File: config.mk
export PLATFORM = sky130hd
export DESIGN_NAME = cmpc_top
export DESIGN_NICKNAME = d
export VERILOG_FILES = /design/src/hw/cmpc_pkg.sv /design/src/hw/cmpc_top.sv /design/src/hw/cmpc_sync.sv
export VERILOG_INCLUDE_DIRS = /design/src /design/src/hw
export SDC_FILE = /design/constraint.sdc
export NUM_CORES = 1
export LEC_CHECK = 0
export ABC_CLOCK_PERIOD_IN_PS = 1500
export CAP_MARGIN = 20
export CORE_AREA = 2 2 78 80
export DETAILED_ROUTE_END_ITERATION = 10
export DIE_AREA = 0 0 80 82
export DONT_BUFFER_PORTS = 1
export PLACE_DENSITY = 0.54
export SETUP_SLACK_MARGIN = 0.3
export SLEW_MARGIN = 20
export SYNTH_ARGS = -nofsm -noshare
export SYNTH_HDL_FRONTEND = slang
export SYNTH_SLANG_ARGS = --single-unit
File: constraint.sdc
create_clock -name clk_sys -period 1.5 [get_ports clk_sys]
set_input_delay 0.15 -clock clk_sys [delete_from_list [all_inputs] [get_ports clk_sys]]
set_output_delay 0.15 -clock clk_sys [all_outputs]
set_load 0.02 [all_outputs]
File: src/hw/cmpc_params.svh
// Constants for the comparator control block.
// Assumes inclusion by the package and the design files.
`ifndef CMPC_PARAMS_SVH
`define CMPC_PARAMS_SVH

`define CMPC_DATA_W     32
`define CMPC_CHAN_W     6
`define CMPC_PAIR_W     3
`define CMPC_SYNC_STAGES 2
`define CMPC_OFS_CTRLA  4'h0
`define CMPC_OFS_CTRLB  4'h4
`define CMPC_A_OFF      7
`define CMPC_A_BG       6
`define CMPC_A_RES      5
`define CMPC_A_FLAG     4
`define CMPC_A_IE       3
`define CMPC_A_MUX      2
`define CMPC_A_MODE_HI  1
`define CMPC_A_MODE_LO  0
`define CMPC_B_HYS      7
`define CMPC_B_LVL      6
`define CMPC_B_PAIR_HI  2
`define CMPC_B_PAIR_LO  0
`define CMPC_PAIR_P0N1  3'h0
`define CMPC_PAIR_P0N2  3'h1
`define CMPC_PAIR_P1N0  3'h2
`define CMPC_PAIR_P1N2  3'h3
`define CMPC_PAIR_P2N0  3'h4
`define CMPC_RST_BIT    1'h0
`define CMPC_RST_PAIR   3'h0
`define CMPC_RST_CHAN   6'h00
`define CMPC_RST_WORD   32'h0000_0000

`endif

File: src/hw/cmpc_pkg.sv
// Types shared by the comparator control block.
// Assumes the constants header is on the include path.
`default_nettype none
`include "cmpc_params.svh"

package cmpc_pkg;

  typedef enum logic [1:0] {
    CMPC_MODE_TOGGLE = 2'b00,
    CMPC_MODE_RSVD   = 2'b01,
    CMPC_MODE_FALL   = 2'b10,
    CMPC_MODE_RISE   = 2'b11
  } cmpc_mode_t;

  typedef enum logic [1:0] {
    CMPC_POS_PIN0    = 2'b00,
    CMPC_POS_PIN1    = 2'b01,
    CMPC_POS_PIN2    = 2'b10,
    CMPC_POS_BANDGAP = 2'b11
  } cmpc_pos_t;

  typedef enum logic [1:0] {
    CMPC_NEG_PIN0    = 2'b00,
    CMPC_NEG_PIN1    = 2'b01,
    CMPC_NEG_PIN2    = 2'b10,
    CMPC_NEG_CHANNEL = 2'b11
  } cmpc_neg_t;

  typedef struct packed {
    logic                     powerOff;
    logic                     bandgap;
    logic                     flag;
    logic                     irqEn;
    logic                     muxEn;
    cmpc_mode_t               mode;
    logic                     hysEn;
    logic                     hysLvl;
    logic [`CMPC_PAIR_W-1:0]  pair;
    logic                     prevResult;
    logic [`CMPC_DATA_W-1:0]  prdata;
    logic                     pready;
    logic                     pslverr;
    cmpc_pos_t                posSel;
    cmpc_neg_t                negSel;
    logic [`CMPC_CHAN_W-1:0]  negChan;
    logic                     irq;
  } cmpc_state_t;

endpackage : cmpc_pkg

`default_nettype wire

File: src/hw/cmpc_top.sv
// Control and status logic around an analog voltage comparator.
// Assumes an APB master, an analog comparator and a converter outside.
//
// Notes on behaviour
// The result is high when the chosen positive input exceeds the negative.
// Without the converter path the pair field picks the two pins.
// With the converter path the channel field picks the negative input.
// Mux bit clear or converter on means a pin drives the negative input.
// Writing one to bit 7 of register A powers the comparator off.
// Software clears the interrupt enable before changing power-off.
// Bit 6 of register A puts the bandgap on the positive input.
// The result is synchronized to the clock before it is read in bit 5.
// An output change matching the event mode sets the flag in bit 4.
// The flag clears on vector entry or on a written one, not on zero.
// The interrupt is requested only with flag, enable and global enable.
// Mode 00 is toggle, 01 reserved, 10 falling and 11 rising edge.
// Software disables the interrupt before changing the event mode.
// Bit 7 of register B switches hysteresis on.
// Bit 6 of register B picks the small or the large hysteresis level.
// Bits 2 to 0 of register B hold the input-pair select field.
// Events come from comparing the result with its previous value.
//
// Decided for this implementation: the APB interface to the registers and the register offsets.
`default_nettype none
`include "cmpc_params.svh"

module cmpc_top
  import cmpc_pkg::*;
#(
  parameter int ADDR_W = 4
) (
  // Clock, reset and enable.
  input  wire logic                    clk_sys,
  input  wire logic                    sys_rst,
  input  wire logic                    clkEn,
  // APB slave.
  input  wire logic                    psel,
  input  wire logic                    penable,
  input  wire logic                    pwrite,
  input  wire logic [ADDR_W-1:0]       paddr,
  input  wire logic [`CMPC_DATA_W-1:0] pwdata,
  input  wire logic [3:0]              pstrb,
  output logic      [`CMPC_DATA_W-1:0] prdata,
  output logic                         pready,
  output logic                         pslverr,
  // Comparator, converter and interrupt side.
  input  wire logic                    compareRaw,
  input  wire logic                    converterEnable,
  input  wire logic [`CMPC_CHAN_W-1:0] converterChannelSelect,
  input  wire logic                    globalIrqEnable,
  input  wire logic                    irqVectorAck,
  // Analog controls.
  output logic                         comparatorPowerOff,
  output cmpc_pos_t                    positiveSelect,
  output cmpc_neg_t                    negativeSelect,
  output logic      [`CMPC_CHAN_W-1:0] negativeChannel,
  output logic                         hysteresisEnable,
  output logic                         hysteresisLevel,
  // Interrupt request.
  output logic                         compareIrq
);

  cmpc_state_t stateReg;
  cmpc_state_t stateNext;

  logic                    syncResult;
  logic                    resultNow;
  logic                    eventHit;
  logic                    setupCyc;
  logic                    hitA;
  logic                    hitB;
  logic                    wrA;
  logic                    wrB;
  logic [`CMPC_DATA_W-1:0] readA;
  logic [`CMPC_DATA_W-1:0] readB;

  // Brings the comparator output into the clock domain.
  cmpc_sync #(
    .STAGES (`CMPC_SYNC_STAGES)
  ) uSync (
    .clk_sys (clk_sys),
    .sys_rst (sys_rst),
    .clkEn   (clkEn),
    .asyncIn (compareRaw),
    .syncOut (syncResult)
  );

  // A powered-off comparator reads as low.
  assign resultNow = syncResult & ~stateReg.powerOff;

  // Event detection against the previous result.
  always_comb begin
    unique case (stateReg.mode)
      CMPC_MODE_TOGGLE: begin
        eventHit = resultNow ^ stateReg.prevResult;
      end
      CMPC_MODE_RSVD: begin
        eventHit = 1'b0;
      end
      CMPC_MODE_FALL: begin
        eventHit = ~resultNow & stateReg.prevResult;
      end
      CMPC_MODE_RISE: begin
        eventHit = resultNow & ~stateReg.prevResult;
      end
    endcase
  end

  // Register decode.
  assign setupCyc = psel & ~penable;
  assign hitA     = (paddr == `CMPC_OFS_CTRLA);
  assign hitB     = (paddr == `CMPC_OFS_CTRLB);
  assign wrA = psel & penable & stateReg.pready & pwrite & hitA & pstrb[0];
  assign wrB = psel & penable & stateReg.pready & pwrite & hitB & pstrb[0];

  always_comb begin
    readA                  = `CMPC_RST_WORD;
    readA[`CMPC_A_OFF]     = stateReg.powerOff;
    readA[`CMPC_A_BG]      = stateReg.bandgap;
    readA[`CMPC_A_RES]     = resultNow;
    readA[`CMPC_A_FLAG]    = stateReg.flag;
    readA[`CMPC_A_IE]      = stateReg.irqEn;
    readA[`CMPC_A_MUX]     = stateReg.muxEn;
    readA[`CMPC_A_MODE_HI:`CMPC_A_MODE_LO] = stateReg.mode;
    readB                  = `CMPC_RST_WORD;
    readB[`CMPC_B_HYS]     = stateReg.hysEn;
    readB[`CMPC_B_LVL]     = stateReg.hysLvl;
    readB[`CMPC_B_PAIR_HI:`CMPC_B_PAIR_LO] = stateReg.pair;
  end

  // Next state.
  always_comb begin
    stateNext            = stateReg;
    stateNext.prevResult = resultNow;
    // Answer in the access cycle that follows each setup cycle.
    stateNext.pready     = setupCyc;
    stateNext.pslverr    = setupCyc & ~(hitA | hitB);
    if (setupCyc && !pwrite && hitA) begin
      stateNext.prdata = readA;
    end else if (setupCyc && !pwrite && hitB) begin
      stateNext.prdata = readB;
    end else if (setupCyc) begin
      stateNext.prdata = `CMPC_RST_WORD;
    end
    if (wrA) begin
      stateNext.powerOff = pwdata[`CMPC_A_OFF];
      stateNext.bandgap  = pwdata[`CMPC_A_BG];
      stateNext.irqEn    = pwdata[`CMPC_A_IE];
      stateNext.muxEn    = pwdata[`CMPC_A_MUX];
      stateNext.mode = cmpc_mode_t'(
        pwdata[`CMPC_A_MODE_HI:`CMPC_A_MODE_LO]);
    end
    if (wrB) begin
      stateNext.hysEn  = pwdata[`CMPC_B_HYS];
      stateNext.hysLvl = pwdata[`CMPC_B_LVL];
      stateNext.pair =
        pwdata[`CMPC_B_PAIR_HI:`CMPC_B_PAIR_LO];
    end
    // Clearing by a written one or by vector entry; an event wins.
    if ((wrA && pwdata[`CMPC_A_FLAG]) || irqVectorAck) begin
      stateNext.flag = 1'b0;
    end
    if (eventHit) begin
      stateNext.flag = 1'b1;
    end
    stateNext.irq = stateReg.flag & stateReg.irqEn
                  & globalIrqEnable;
    // Positive input.
    if (stateReg.bandgap) begin
      stateNext.posSel = CMPC_POS_BANDGAP;
    end else if (stateReg.muxEn && !converterEnable) begin
      if (stateReg.pair[2]) begin
        stateNext.posSel = CMPC_POS_PIN2;
      end else if (stateReg.pair[1]) begin
        stateNext.posSel = CMPC_POS_PIN1;
      end else begin
        stateNext.posSel = CMPC_POS_PIN0;
      end
    end else begin
      unique case (stateReg.pair)
        `CMPC_PAIR_P0N1, `CMPC_PAIR_P0N2: begin
          stateNext.posSel = CMPC_POS_PIN0;
        end
        `CMPC_PAIR_P1N0, `CMPC_PAIR_P1N2: begin
          stateNext.posSel = CMPC_POS_PIN1;
        end
        default: begin
          stateNext.posSel = CMPC_POS_PIN2;
        end
      endcase
    end
    // Negative input.
    if (stateReg.muxEn && !converterEnable) begin
      stateNext.negSel  = CMPC_NEG_CHANNEL;
      stateNext.negChan = converterChannelSelect;
    end else begin
      stateNext.negChan = `CMPC_RST_CHAN;
      unique case (stateReg.pair)
        `CMPC_PAIR_P0N1: begin
          stateNext.negSel = CMPC_NEG_PIN1;
        end
        `CMPC_PAIR_P0N2, `CMPC_PAIR_P1N2: begin
          stateNext.negSel = CMPC_NEG_PIN2;
        end
        `CMPC_PAIR_P1N0, `CMPC_PAIR_P2N0: begin
          stateNext.negSel = CMPC_NEG_PIN0;
        end
        default: begin
          stateNext.negSel = CMPC_NEG_PIN1;
        end
      endcase
    end
  end

  always_ff @(posedge clk_sys) begin
    if (sys_rst) begin
      stateReg            <= '0;
      stateReg.posSel     <= CMPC_POS_PIN0;
      stateReg.negSel     <= CMPC_NEG_PIN1;
      stateReg.mode       <= CMPC_MODE_TOGGLE;
      stateReg.prdata     <= `CMPC_RST_WORD;
      stateReg.pair       <= `CMPC_RST_PAIR;
      stateReg.negChan    <= `CMPC_RST_CHAN;
      stateReg.powerOff   <= `CMPC_RST_BIT;
    end else if (clkEn) begin
      stateReg <= stateNext;
    end
  end

  // Outputs.
  assign prdata             = stateReg.prdata;
  assign pready             = stateReg.pready;
  assign pslverr            = stateReg.pslverr;
  assign comparatorPowerOff = stateReg.powerOff;
  assign positiveSelect     = stateReg.posSel;
  assign negativeSelect     = stateReg.negSel;
  assign negativeChannel    = stateReg.negChan;
  assign hysteresisEnable   = stateReg.hysEn;
  assign hysteresisLevel    = stateReg.hysLvl;
  assign compareIrq         = stateReg.irq;
endmodule : cmpc_top

`default_nettype wire

File: src/hw/cmpc_sync.sv
// Flip-flop chain that brings an asynchronous level into clk_sys.
// Assumes the input changes freely with respect to clk_sys.
`default_nettype none
`include "cmpc_params.svh"

module cmpc_sync #(
  parameter int STAGES = `CMPC_SYNC_STAGES
) (
  // Clock, reset and enable.
  input  wire logic clk_sys,
  input  wire logic sys_rst,
  input  wire logic clkEn,
  // Level in and out.
  input  wire logic asyncIn,
  output logic      syncOut
);

  typedef struct packed {
    logic [STAGES-1:0] chain;
  } cmpc_sync_state_t;

  cmpc_sync_state_t stateReg;
  cmpc_sync_state_t stateNext;

  // Each stage reads only the stage before it.
  always_comb begin
    stateNext       = stateReg;
    stateNext.chain = {stateReg.chain[STAGES-2:0], asyncIn};
  end

  always_ff @(posedge clk_sys) begin
    if (sys_rst) begin
      stateReg <= '0;
    end else if (clkEn) begin
      stateReg <= stateNext;
    end
  end

  assign syncOut = stateReg.chain[STAGES-1];

endmodule : cmpc_sync

`default_nettype wire

## Word level (Yosys, flattened, before mapping)

Index checks and enable logic that the tools add are counted.

- Flip-flop bits (word level): 60
- Latch bits: 0
- Memory bits (writable): 0
- Memory bits (read-only): 0
- Bits of input ports: 56
- Output and inout port bits: 48
- Word-level logic and storage cells: 81
- Memories kept: 0

- Add/sub/neg operators: 0
- Multiply operators: 0
- Divide/modulo/power cells: 0
- Magnitude comparators: 0
- Eq/ne operators: 8
- Shift-type cells: 0
- Mux-type cells: 13
- Bitwise gates (word level): 21
- Reductions and logical operators: 21

Operator list:

| operator | number |
|---|---|
| $mux 32 | 3 |
| $and 1x1->1 | 14 |
| $mux 8 | 1 |
| $pmux 2 s2 | 2 |
| $reduce_and 2->1 | 4 |
| $reduce_or 2->1 | 4 |
| $eq 3x2->1 const B | 2 |
| $mux 2 | 3 |
| $logic_and 1x1->1 | 5 |
| $not 1->1 | 5 |
| $eq 2x2->1 const B | 2 |
| $eq 4x3->1 const B | 1 |
| $logic_not 4->1 | 1 |
| $pmux 1 s4 | 1 |
| $eq 3x1->1 const B | 1 |
| $eq 3x3->1 const B | 1 |
| $logic_not 3->1 | 1 |
| $mux 1 | 3 |
| $reduce_bool 3->1 | 1 |
| $eq 2x1->1 const B | 1 |
| $logic_not 1->1 | 2 |
| $logic_not 2->1 | 1 |
| $reduce_bool 2->1 | 1 |
| $logic_or 1x1->1 | 1 |
| other kinds (2) | 2 |

## Logic depth before layout (Yosys ltp)

Gate-level depths: netlist of run 1.

- Depth in word-level cells: 9
- Mapped depth: 6

## Hierarchy

A second synthesis of run 1 with hierarchy kept.

- Cells, all modules: 231
- Area total of the unflattened synthesis: 1943.1 um^2

By module, submodules not included:

| module | times used | cells each | area each (um^2) | seq. area each (um^2) |
|---|---|---|---|---|
| cmpc_top | 1 | 225 | 1875.5 | 680.7 |
| cmpc_sync | 1 | 6 | 67.6 | 40.0 |

## Worst setup path after synthesis of run 1

No wires, ideal clock.

- Kind: flip-flop to flip-flop
- Start point: register stateReg (netlist bit comparatorPowerOff)
- End point: register stateReg (netlist bit readA[4])
- Library setup time: 0.127 ns
- Arrival time: 1.258 ns
- Data required time: 1.373 ns
- Path slack: 0.115 ns
- Cell stages (with the launch flop): 7
- Path buffers: 0
- Period minus slack after synthesis: 1.385 ns
- Cells stage by stage: dfxtp_1 > nand2b_1 > inv_1 > ha_1 > mux2_2 > a21oi_1 > o32ai_1

- Word-level cells in the longest chain between the ends: 7
- Elaborated cells between the ends (all ways): 10

RTL lines:

| element | RTL line | text |
|---|---|---|
| start: declaration | cmpc_top.sv:63 | `cmpc_state_t stateReg;` |
| start signal: assignment | cmpc_top.sv:226 | `stateReg <= stateNext;` |
| $not 1->1 * | cmpc_top.sv:89 | `assign resultNow = syncResult & ~stateReg.powerOff;` |
| $and 1x1->1 * | cmpc_top.sv:89 |  |
| net readA[5] | cmpc_top.sv:74 | `` logic [`CMPC_DATA_W-1:0] readA; `` |
| $not 1->1 | cmpc_top.sv:101 | `eventHit = ~resultNow & stateReg.prevResult;` |
| $and 1x1->1 | cmpc_top.sv:101 |  |
| $pmux 1 s4 * | cmpc_top.sv:93 | `unique case (stateReg.mode)` |
| $reduce_bool 2->1 (no line) | n/a |  |
| $reduce_and 2->1 (no line) | n/a |  |

Mark *: on every way through the listed nets, which the timed path passes. The rest lies on a longest branch.
A chain may end at the register's enable or synchronous reset.

## Worst setup path in the final report of run 1

Ends and elaborated chain as after synthesis.

==> metrics, run 1 <==
outcome=complete, no violations; maximum clock frequency=745.2 MHz; ANT cells=0; global-route wire length before repair=6.982 mm; Post-synth EDFFs=0; post-DR wirelength/cell=16.06 um; Vias/cell=4.990; post-synthesis register bit count=36; sequential element share of the synthesized area=0.3707; drt first pass iters=4; CP max stage cell=dfxtp_4; hold path depth=2; residual overflow from global routing=0; Post-synth top cells=buf_4 (43), dfxtp_1 (36), a21oi_1 (28); clock buffer depth=2; root buf cell=clkbuf_8; synth unique cells=34; largest net degree at the start of global routing=35; CTS H-tree depth=2; Syn Area/Cell=8.454 um2; crit path launch type=register; crit path DAT=1.51 ns; RSZ-0062 raised after global routing=true; Final #Nets=269; CTS tree=done; row cnt=28; area leader, netlist=dfxtp_1; core area=0.005746 mm2; setup violators final=0; DP Cell Count=277; clk sinks=36; HP Start=clkEn; die area=0.006560 mm2; design area=0.001971 mm2; Pwr Total=1787 uW; max_cap viols=0; worst r2r src=comparatorPowerOff$_SDFFE_PP0P_; Ys Warns=0; PortBufs=0; peak supply drop=0.3007 mV; initial core utilization=0.3384; IO Pins=104; Worst Path Buf+Inv=1; Post-DP Area=0.001822 mm2; Num CTS Buffers=5; antenna violations before repair=0; pwr dens=907.0 mW/mm2; GPL Wtd Cong=0.8270; Setup TNS=0 ns; top cells by area, synth=dfxtp_1 (37%), buf_4 (17%), a21oi_1 (7.2%); number of post-CTS setup repair buffers=0; Fill cells=622; share of layout cells above drive strength 1=0.1564; ys flop type=dfxtp_1; WS Path Type=register to register; reg2reg end=readA[4]$_SDFFE_PP0P_; Area Growth Syn to Fin=1.351%; post-route ant nets=0; Tot GR Track Use=0.1413; drt drc=0; Final HPWL DP=3.159 mm; DIE HEIGHT=82 um; initial DRC count=46; crit-path max FO=4; Final Hold Vio Count=0; Min-Delay Endpoint=negativeChannel[4]$_SDFFE_PP0P_; Mapped Area=0.001944 mm2; final cell count without fillers=286; Syn Inst Count=230; worst skew pair latency=0.29 ns; Final Slew Violations=0; count leader, synth=buf_4; post-synthesis async set-or-reset flop share=0; min Tclk post-route=1.342 ns; Largest delay share family, worst path=flip-flops; reg2reg path depth=6; P_leak=0.0006661 uW; Min-Delay Path Class=primary input to register; Critical Path RT=1.67 ns; CP peak stage delay=0.41 ns; critical-path cell list=nand2b_4 > inv_2 > ha_4 > mux2_4 > a21oi_2 > o32ai_2; final period utilization=0.8946; clock skew=0.007026 ns; vias in the first global route=1371; die width=80 um; top cell type's share of synthesized area=0.3707; via total after detailed routing=1427; Worst setup EP type=register; flop-to-flop setup slack=0.16 ns; total wire length=4.592 mm; clock-pin transition on the worst setup and hold timing paths=0.07 ns
flip-flops by register name (all words and copies together), names as in the netlist:
| register | cells |
|---|---|
| pready | 1 |
| comparatorPowerOff | 1 |
| hysteresisEnable | 1 |
| positiveSelect | 2 |
| stateReg | 1 |
| negativeChannel | 6 |
| negativeSelect | 2 |
| readA | 6 |
| pslverr | 1 |
| compareIrq | 1 |
| hysteresisLevel | 1 |
| prdata | 8 |
| readB | 3 |
| uSync.stateReg | 2 |
area by class of cell:
class                           count  area [um2]  share of cell area
Clock buffer                        6       72.57             0.03683
Clock inverter                      1       5.005            0.002540
Inverter                            4       15.01            0.007619
Multi-Input combinational cell    156       980.9              0.4978
Sequential cell                    36       728.2              0.3695
Tap cell                           75       93.84             0.04762
Timing Repair Buffer                8       75.07             0.03810
what timing repair did:
item	CTS	global route
hold buffers	2	0
cloned	0	0
setup endpoints to repair	1	12
hold endpoints to repair	34	0
resized for setup	0	8
pin swaps	0	2
worst max path at each step:
stage | slack, ns | end | from | depth (start not counted)
2_1_floorplan | 0.25 | readA[4]$_SDFFE_PP0P_ | comparatorPowerOff$_SDFFE_PP0P_ | 6
3_3_place_gp | 0.19 | readA[4]$_SDFFE_PP0P_ | comparatorPowerOff$_SDFFE_PP0P_ | 6
3_5_place_dp | 0.16 | readA[4]$_SDFFE_PP0P_ | comparatorPowerOff$_SDFFE_PP0P_ | 6
4_1_cts | 0.16 | readA[4]$_SDFFE_PP0P_ | comparatorPowerOff$_SDFFE_PP0P_ | 6
5_1_grt | 0.10 | readA[4]$_SDFFE_PP0P_ | comparatorPowerOff$_SDFFE_PP0P_ | 6
6_report | 0.16 | readA[4]$_SDFFE_PP0P_ | comparatorPowerOff$_SDFFE_PP0P_ | 6
routing by layer:
metal	share of wire	GRT usage	up-vias
li1	-	-	716
met4	0.0070	0.04576	0
met1	0.45	0.1852	653
met3	0.097	0.06044	4
met2	0.45	0.2092	54
met5	0	0	-
power breakdown:
part           internal [uW]  total (uW)  switching, uW
clock network            316         657            341
registers                962         977           14.9
logic                   41.9         154            112
placed cells by master (no fill, tap or decap), types with 2 or more instances in the layout:
cell       n
nand2_1   16
nor2_1     9
inv_1      3
nor2b_1    2
nand3b_1   8
o21ai_0    3
a21oi_1   27
a211oi_1   3
o31ai_1   10
mux2i_1    2
dfxtp_4    2
clkbuf_8   5
buf_4      6
dfxtp_1   34
conb_1    24
mux2_2     5
o31ai_2    2
nand3_1    6
nand4_1   18
cells by family after synthesis:
group,count (synthesis),share of synthesized area
DFF,36,0.3707
other,1,0.001929
AOI/OAI and AO/OA,49,0.1506
buffers and inverters,61,0.2014
muxes,8,0.04504
adders and majority gates,2,0.01287
and+or+nand+nor,73,0.2175
stage by stage:
step | util | setup slack, ns | hold WS, ns
3_5_place_dp | 0.3171 | 0.1638 | 0.2180
4_1_cts | 0.3358 | 0.1570 | 0.003506
6_report | 0.3430 | 0.1581 | 0.01011
3_3_place_gp | 0.3171 | 0.1856 | 0.2179
2_1_floorplan | - | 0.2528 | 0.2939
5_1_grt | 0.3430 | 0.1027 | 0.006331
No activity file was read; power rests on OpenSTA's default activity.
==> run 2, diff against run 1 <==
CTS_BUF_LIST = sky130_fd_sc_hd__clkbuf_8   (was not set)
==> metrics, run 2 (synthesis gave the netlist of run 1 again) <==
Setup TNS=0 ns (unchanged); core area=0.005746 mm2 (unchanged); commonest non-fill, non-tap cell in the layout=dfxtp_1; pwr dens=907.7 mW/mm2 (about the same); Util after Layout=0.3421 (-0.0008710); post-DR wirelength/cell=16.13 um (+0.46%); flop-to-flop setup slack=0.16 ns (about the same); post-route ant nets=0 (unchanged); HP Start=clkEn; DIE HEIGHT=82 um (unchanged); hold slack=0.007184 ns (-0.002928 ns); Vias/cell=5.021 (+0.63%); peak supply drop=0.3039 mV (+1.1%); root buf cell=clkbuf_8; die width=80 um (unchanged); Final #Nets=269 (unchanged); M3 GR Usage=0.06044 (unchanged); row cnt=28 (unchanged); GPL Wtd Cong=0.8270 (unchanged); P_leak=0.0006697 uW (+0.55%); reg2reg end=readA[4]$_SDFFE_PP0P_; design area=0.001966 mm2 (-0.25%); PortBufs=0 (unchanged); Min-Delay Endpoint=negativeChannel[4]$_SDFFE_PP0P_; Final HPWL DP=3.159 mm (unchanged); setup violators final=0 (unchanged); Min-Delay Path Class=primary input to register; total wire length=4.613 mm (+0.46%); worst r2r src=comparatorPowerOff$_SDFFE_PP0P_; busiest grt layer=met2; Area Growth Syn to Fin=1.094%; via total after detailed routing=1436 (+0.63%); vias in the first global route=1371 (unchanged); flip-flop count of the largest register after layout=8 (unchanged); initial core utilization=0.3384 (unchanged); Tot GR Track Use=0.1413 (unchanged); residual overflow from global routing=0 (unchanged); RSZ-0062 raised after global routing=true; CTS tree=done; IO Pins=104 (unchanged); crit path launch type=register; largest net degree at the start of global routing=35 (unchanged); Worst-Margin Slew=0.5033 ns; Critical Path RT=1.67 ns (about the same); share of layout cells above drive strength 1=0.1517 (-0.004739); drt first pass iters=4 (unchanged); antenna violations before repair=0 (unchanged); hold path depth=2 (unchanged); clock-pin transition on the worst setup and hold timing paths=0.07 ns (about the same); drt drc=0 (unchanged); CTS H-tree depth=2 (unchanged); crit-path max FO=4 (unchanged); met2 Track Usage GR=0.2092 (unchanged); met1 Usage GRT=0.1852 (unchanged); die area=0.006560 mm2 (unchanged); global-route wire length before repair=6.982 mm (unchanged); clock buffer depth=2 (unchanged); Slew headroom=0.6636; WS Path Type=register to register; crit path DAT=1.51 ns (about the same); final period utilization=0.8941 (about the same); Most flops, register=prdata; highest-count cells in the layout ignoring fill and taps=dfxtp_1 (34), a21oi_1 (27), conb_1 (24); Final Slew Violations=0 (unchanged); clock skew=0.007627 ns (+0.0006010 ns); min Tclk post-route=1.341 ns (-0.0006550 ns); Final Hold Vio Count=0 (unchanged); ANT cells=0 (unchanged); clk sinks=36 (unchanged); max_cap viols=0 (unchanged); Post-DP Area=0.001822 mm2 (unchanged); reg2reg path depth=6 (unchanged); Num CTS Buffers=5 (unchanged); maximum clock frequency=745.6 MHz (about the same); outcome=complete, no violations; Worst setup EP type=register; worst skew pair latency=0.29 ns (about the same); initial DRC count=54 (+17%)
[run 2: final cells by class]
class | instances | area, um2
clock buffers | 5 | 68.82
multi-input cells | 156 | 975.9
inverters | 4 | 15.01
flip-flops and latches | 36 | 728.2
repair buffers | 8 | 75.07
clock inverters | 2 | 8.758
well taps | 75 | 93.84
fillers | 622 | 3780
[run 2: metal layers]
| layer | up-vias | share of wire | wire, um |
|---|---|---|---|
| li1 | 717 | - | - |
| met1 | 659 | 0.45 | 2069 |
| met2 | 53 | 0.44 | 2051 |
| met3 | 7 | 0.098 | 451 |
| met4 | 0 | 0.0089 | 41 |
| met5 | - | 0 | 0 |
[run 2: through the flow]
step / setup slack [ns] / total power [uW] / cells
after global routing: 0.1027 / 1863 / 286
after CTS: 0.1570 / 1788 / 286
final: 0.1588 / 1784 / 286
after detailed placement: 0.1638 / 1124 / 277
after floorplan: 0.2528 / 1183 / 253
after global placement: 0.1856 / 1122 / 277
[run 2: worst max path at each step]
stage / from / to / slack (ns)
2_1_floorplan: comparatorPowerOff$_SDFFE_PP0P_ / readA[4]$_SDFFE_PP0P_ / 0.25
3_3_place_gp: comparatorPowerOff$_SDFFE_PP0P_ / readA[4]$_SDFFE_PP0P_ / 0.19
3_5_place_dp: comparatorPowerOff$_SDFFE_PP0P_ / readA[4]$_SDFFE_PP0P_ / 0.16
4_1_cts: comparatorPowerOff$_SDFFE_PP0P_ / readA[4]$_SDFFE_PP0P_ / 0.16
5_1_grt: comparatorPowerOff$_SDFFE_PP0P_ / readA[4]$_SDFFE_PP0P_ / 0.10
6_report: comparatorPowerOff$_SDFFE_PP0P_ / readA[4]$_SDFFE_PP0P_ / 0.16
[run 2: worst max-delay path, cell delays in order, from the launching register on]
cell and delay, ns:
dfxtp_4 0.41, nand2b_4 0.14, inv_2 0.05, ha_4 0.14, mux2_4 0.26, a21oi_2 0.15, o32ai_2 0.08
[run 2: timing repair]
item                                   CTS  global route
setup endpoints to repair                1            12
pin swaps                                0             2
cloned                                   0             0
setup buffers                            0             0
hold buffers                             2             0
endpoints found under the hold margin   34             0
resized for setup                        0             7
[run 2: power breakdown]
group	total (uW)	leakage (uW)	switching [uW]	internal, uW
registers	977	0.000292	14.9	962
clock network	654	0.0000452	345	309
logic	153	0.000332	111	41.9
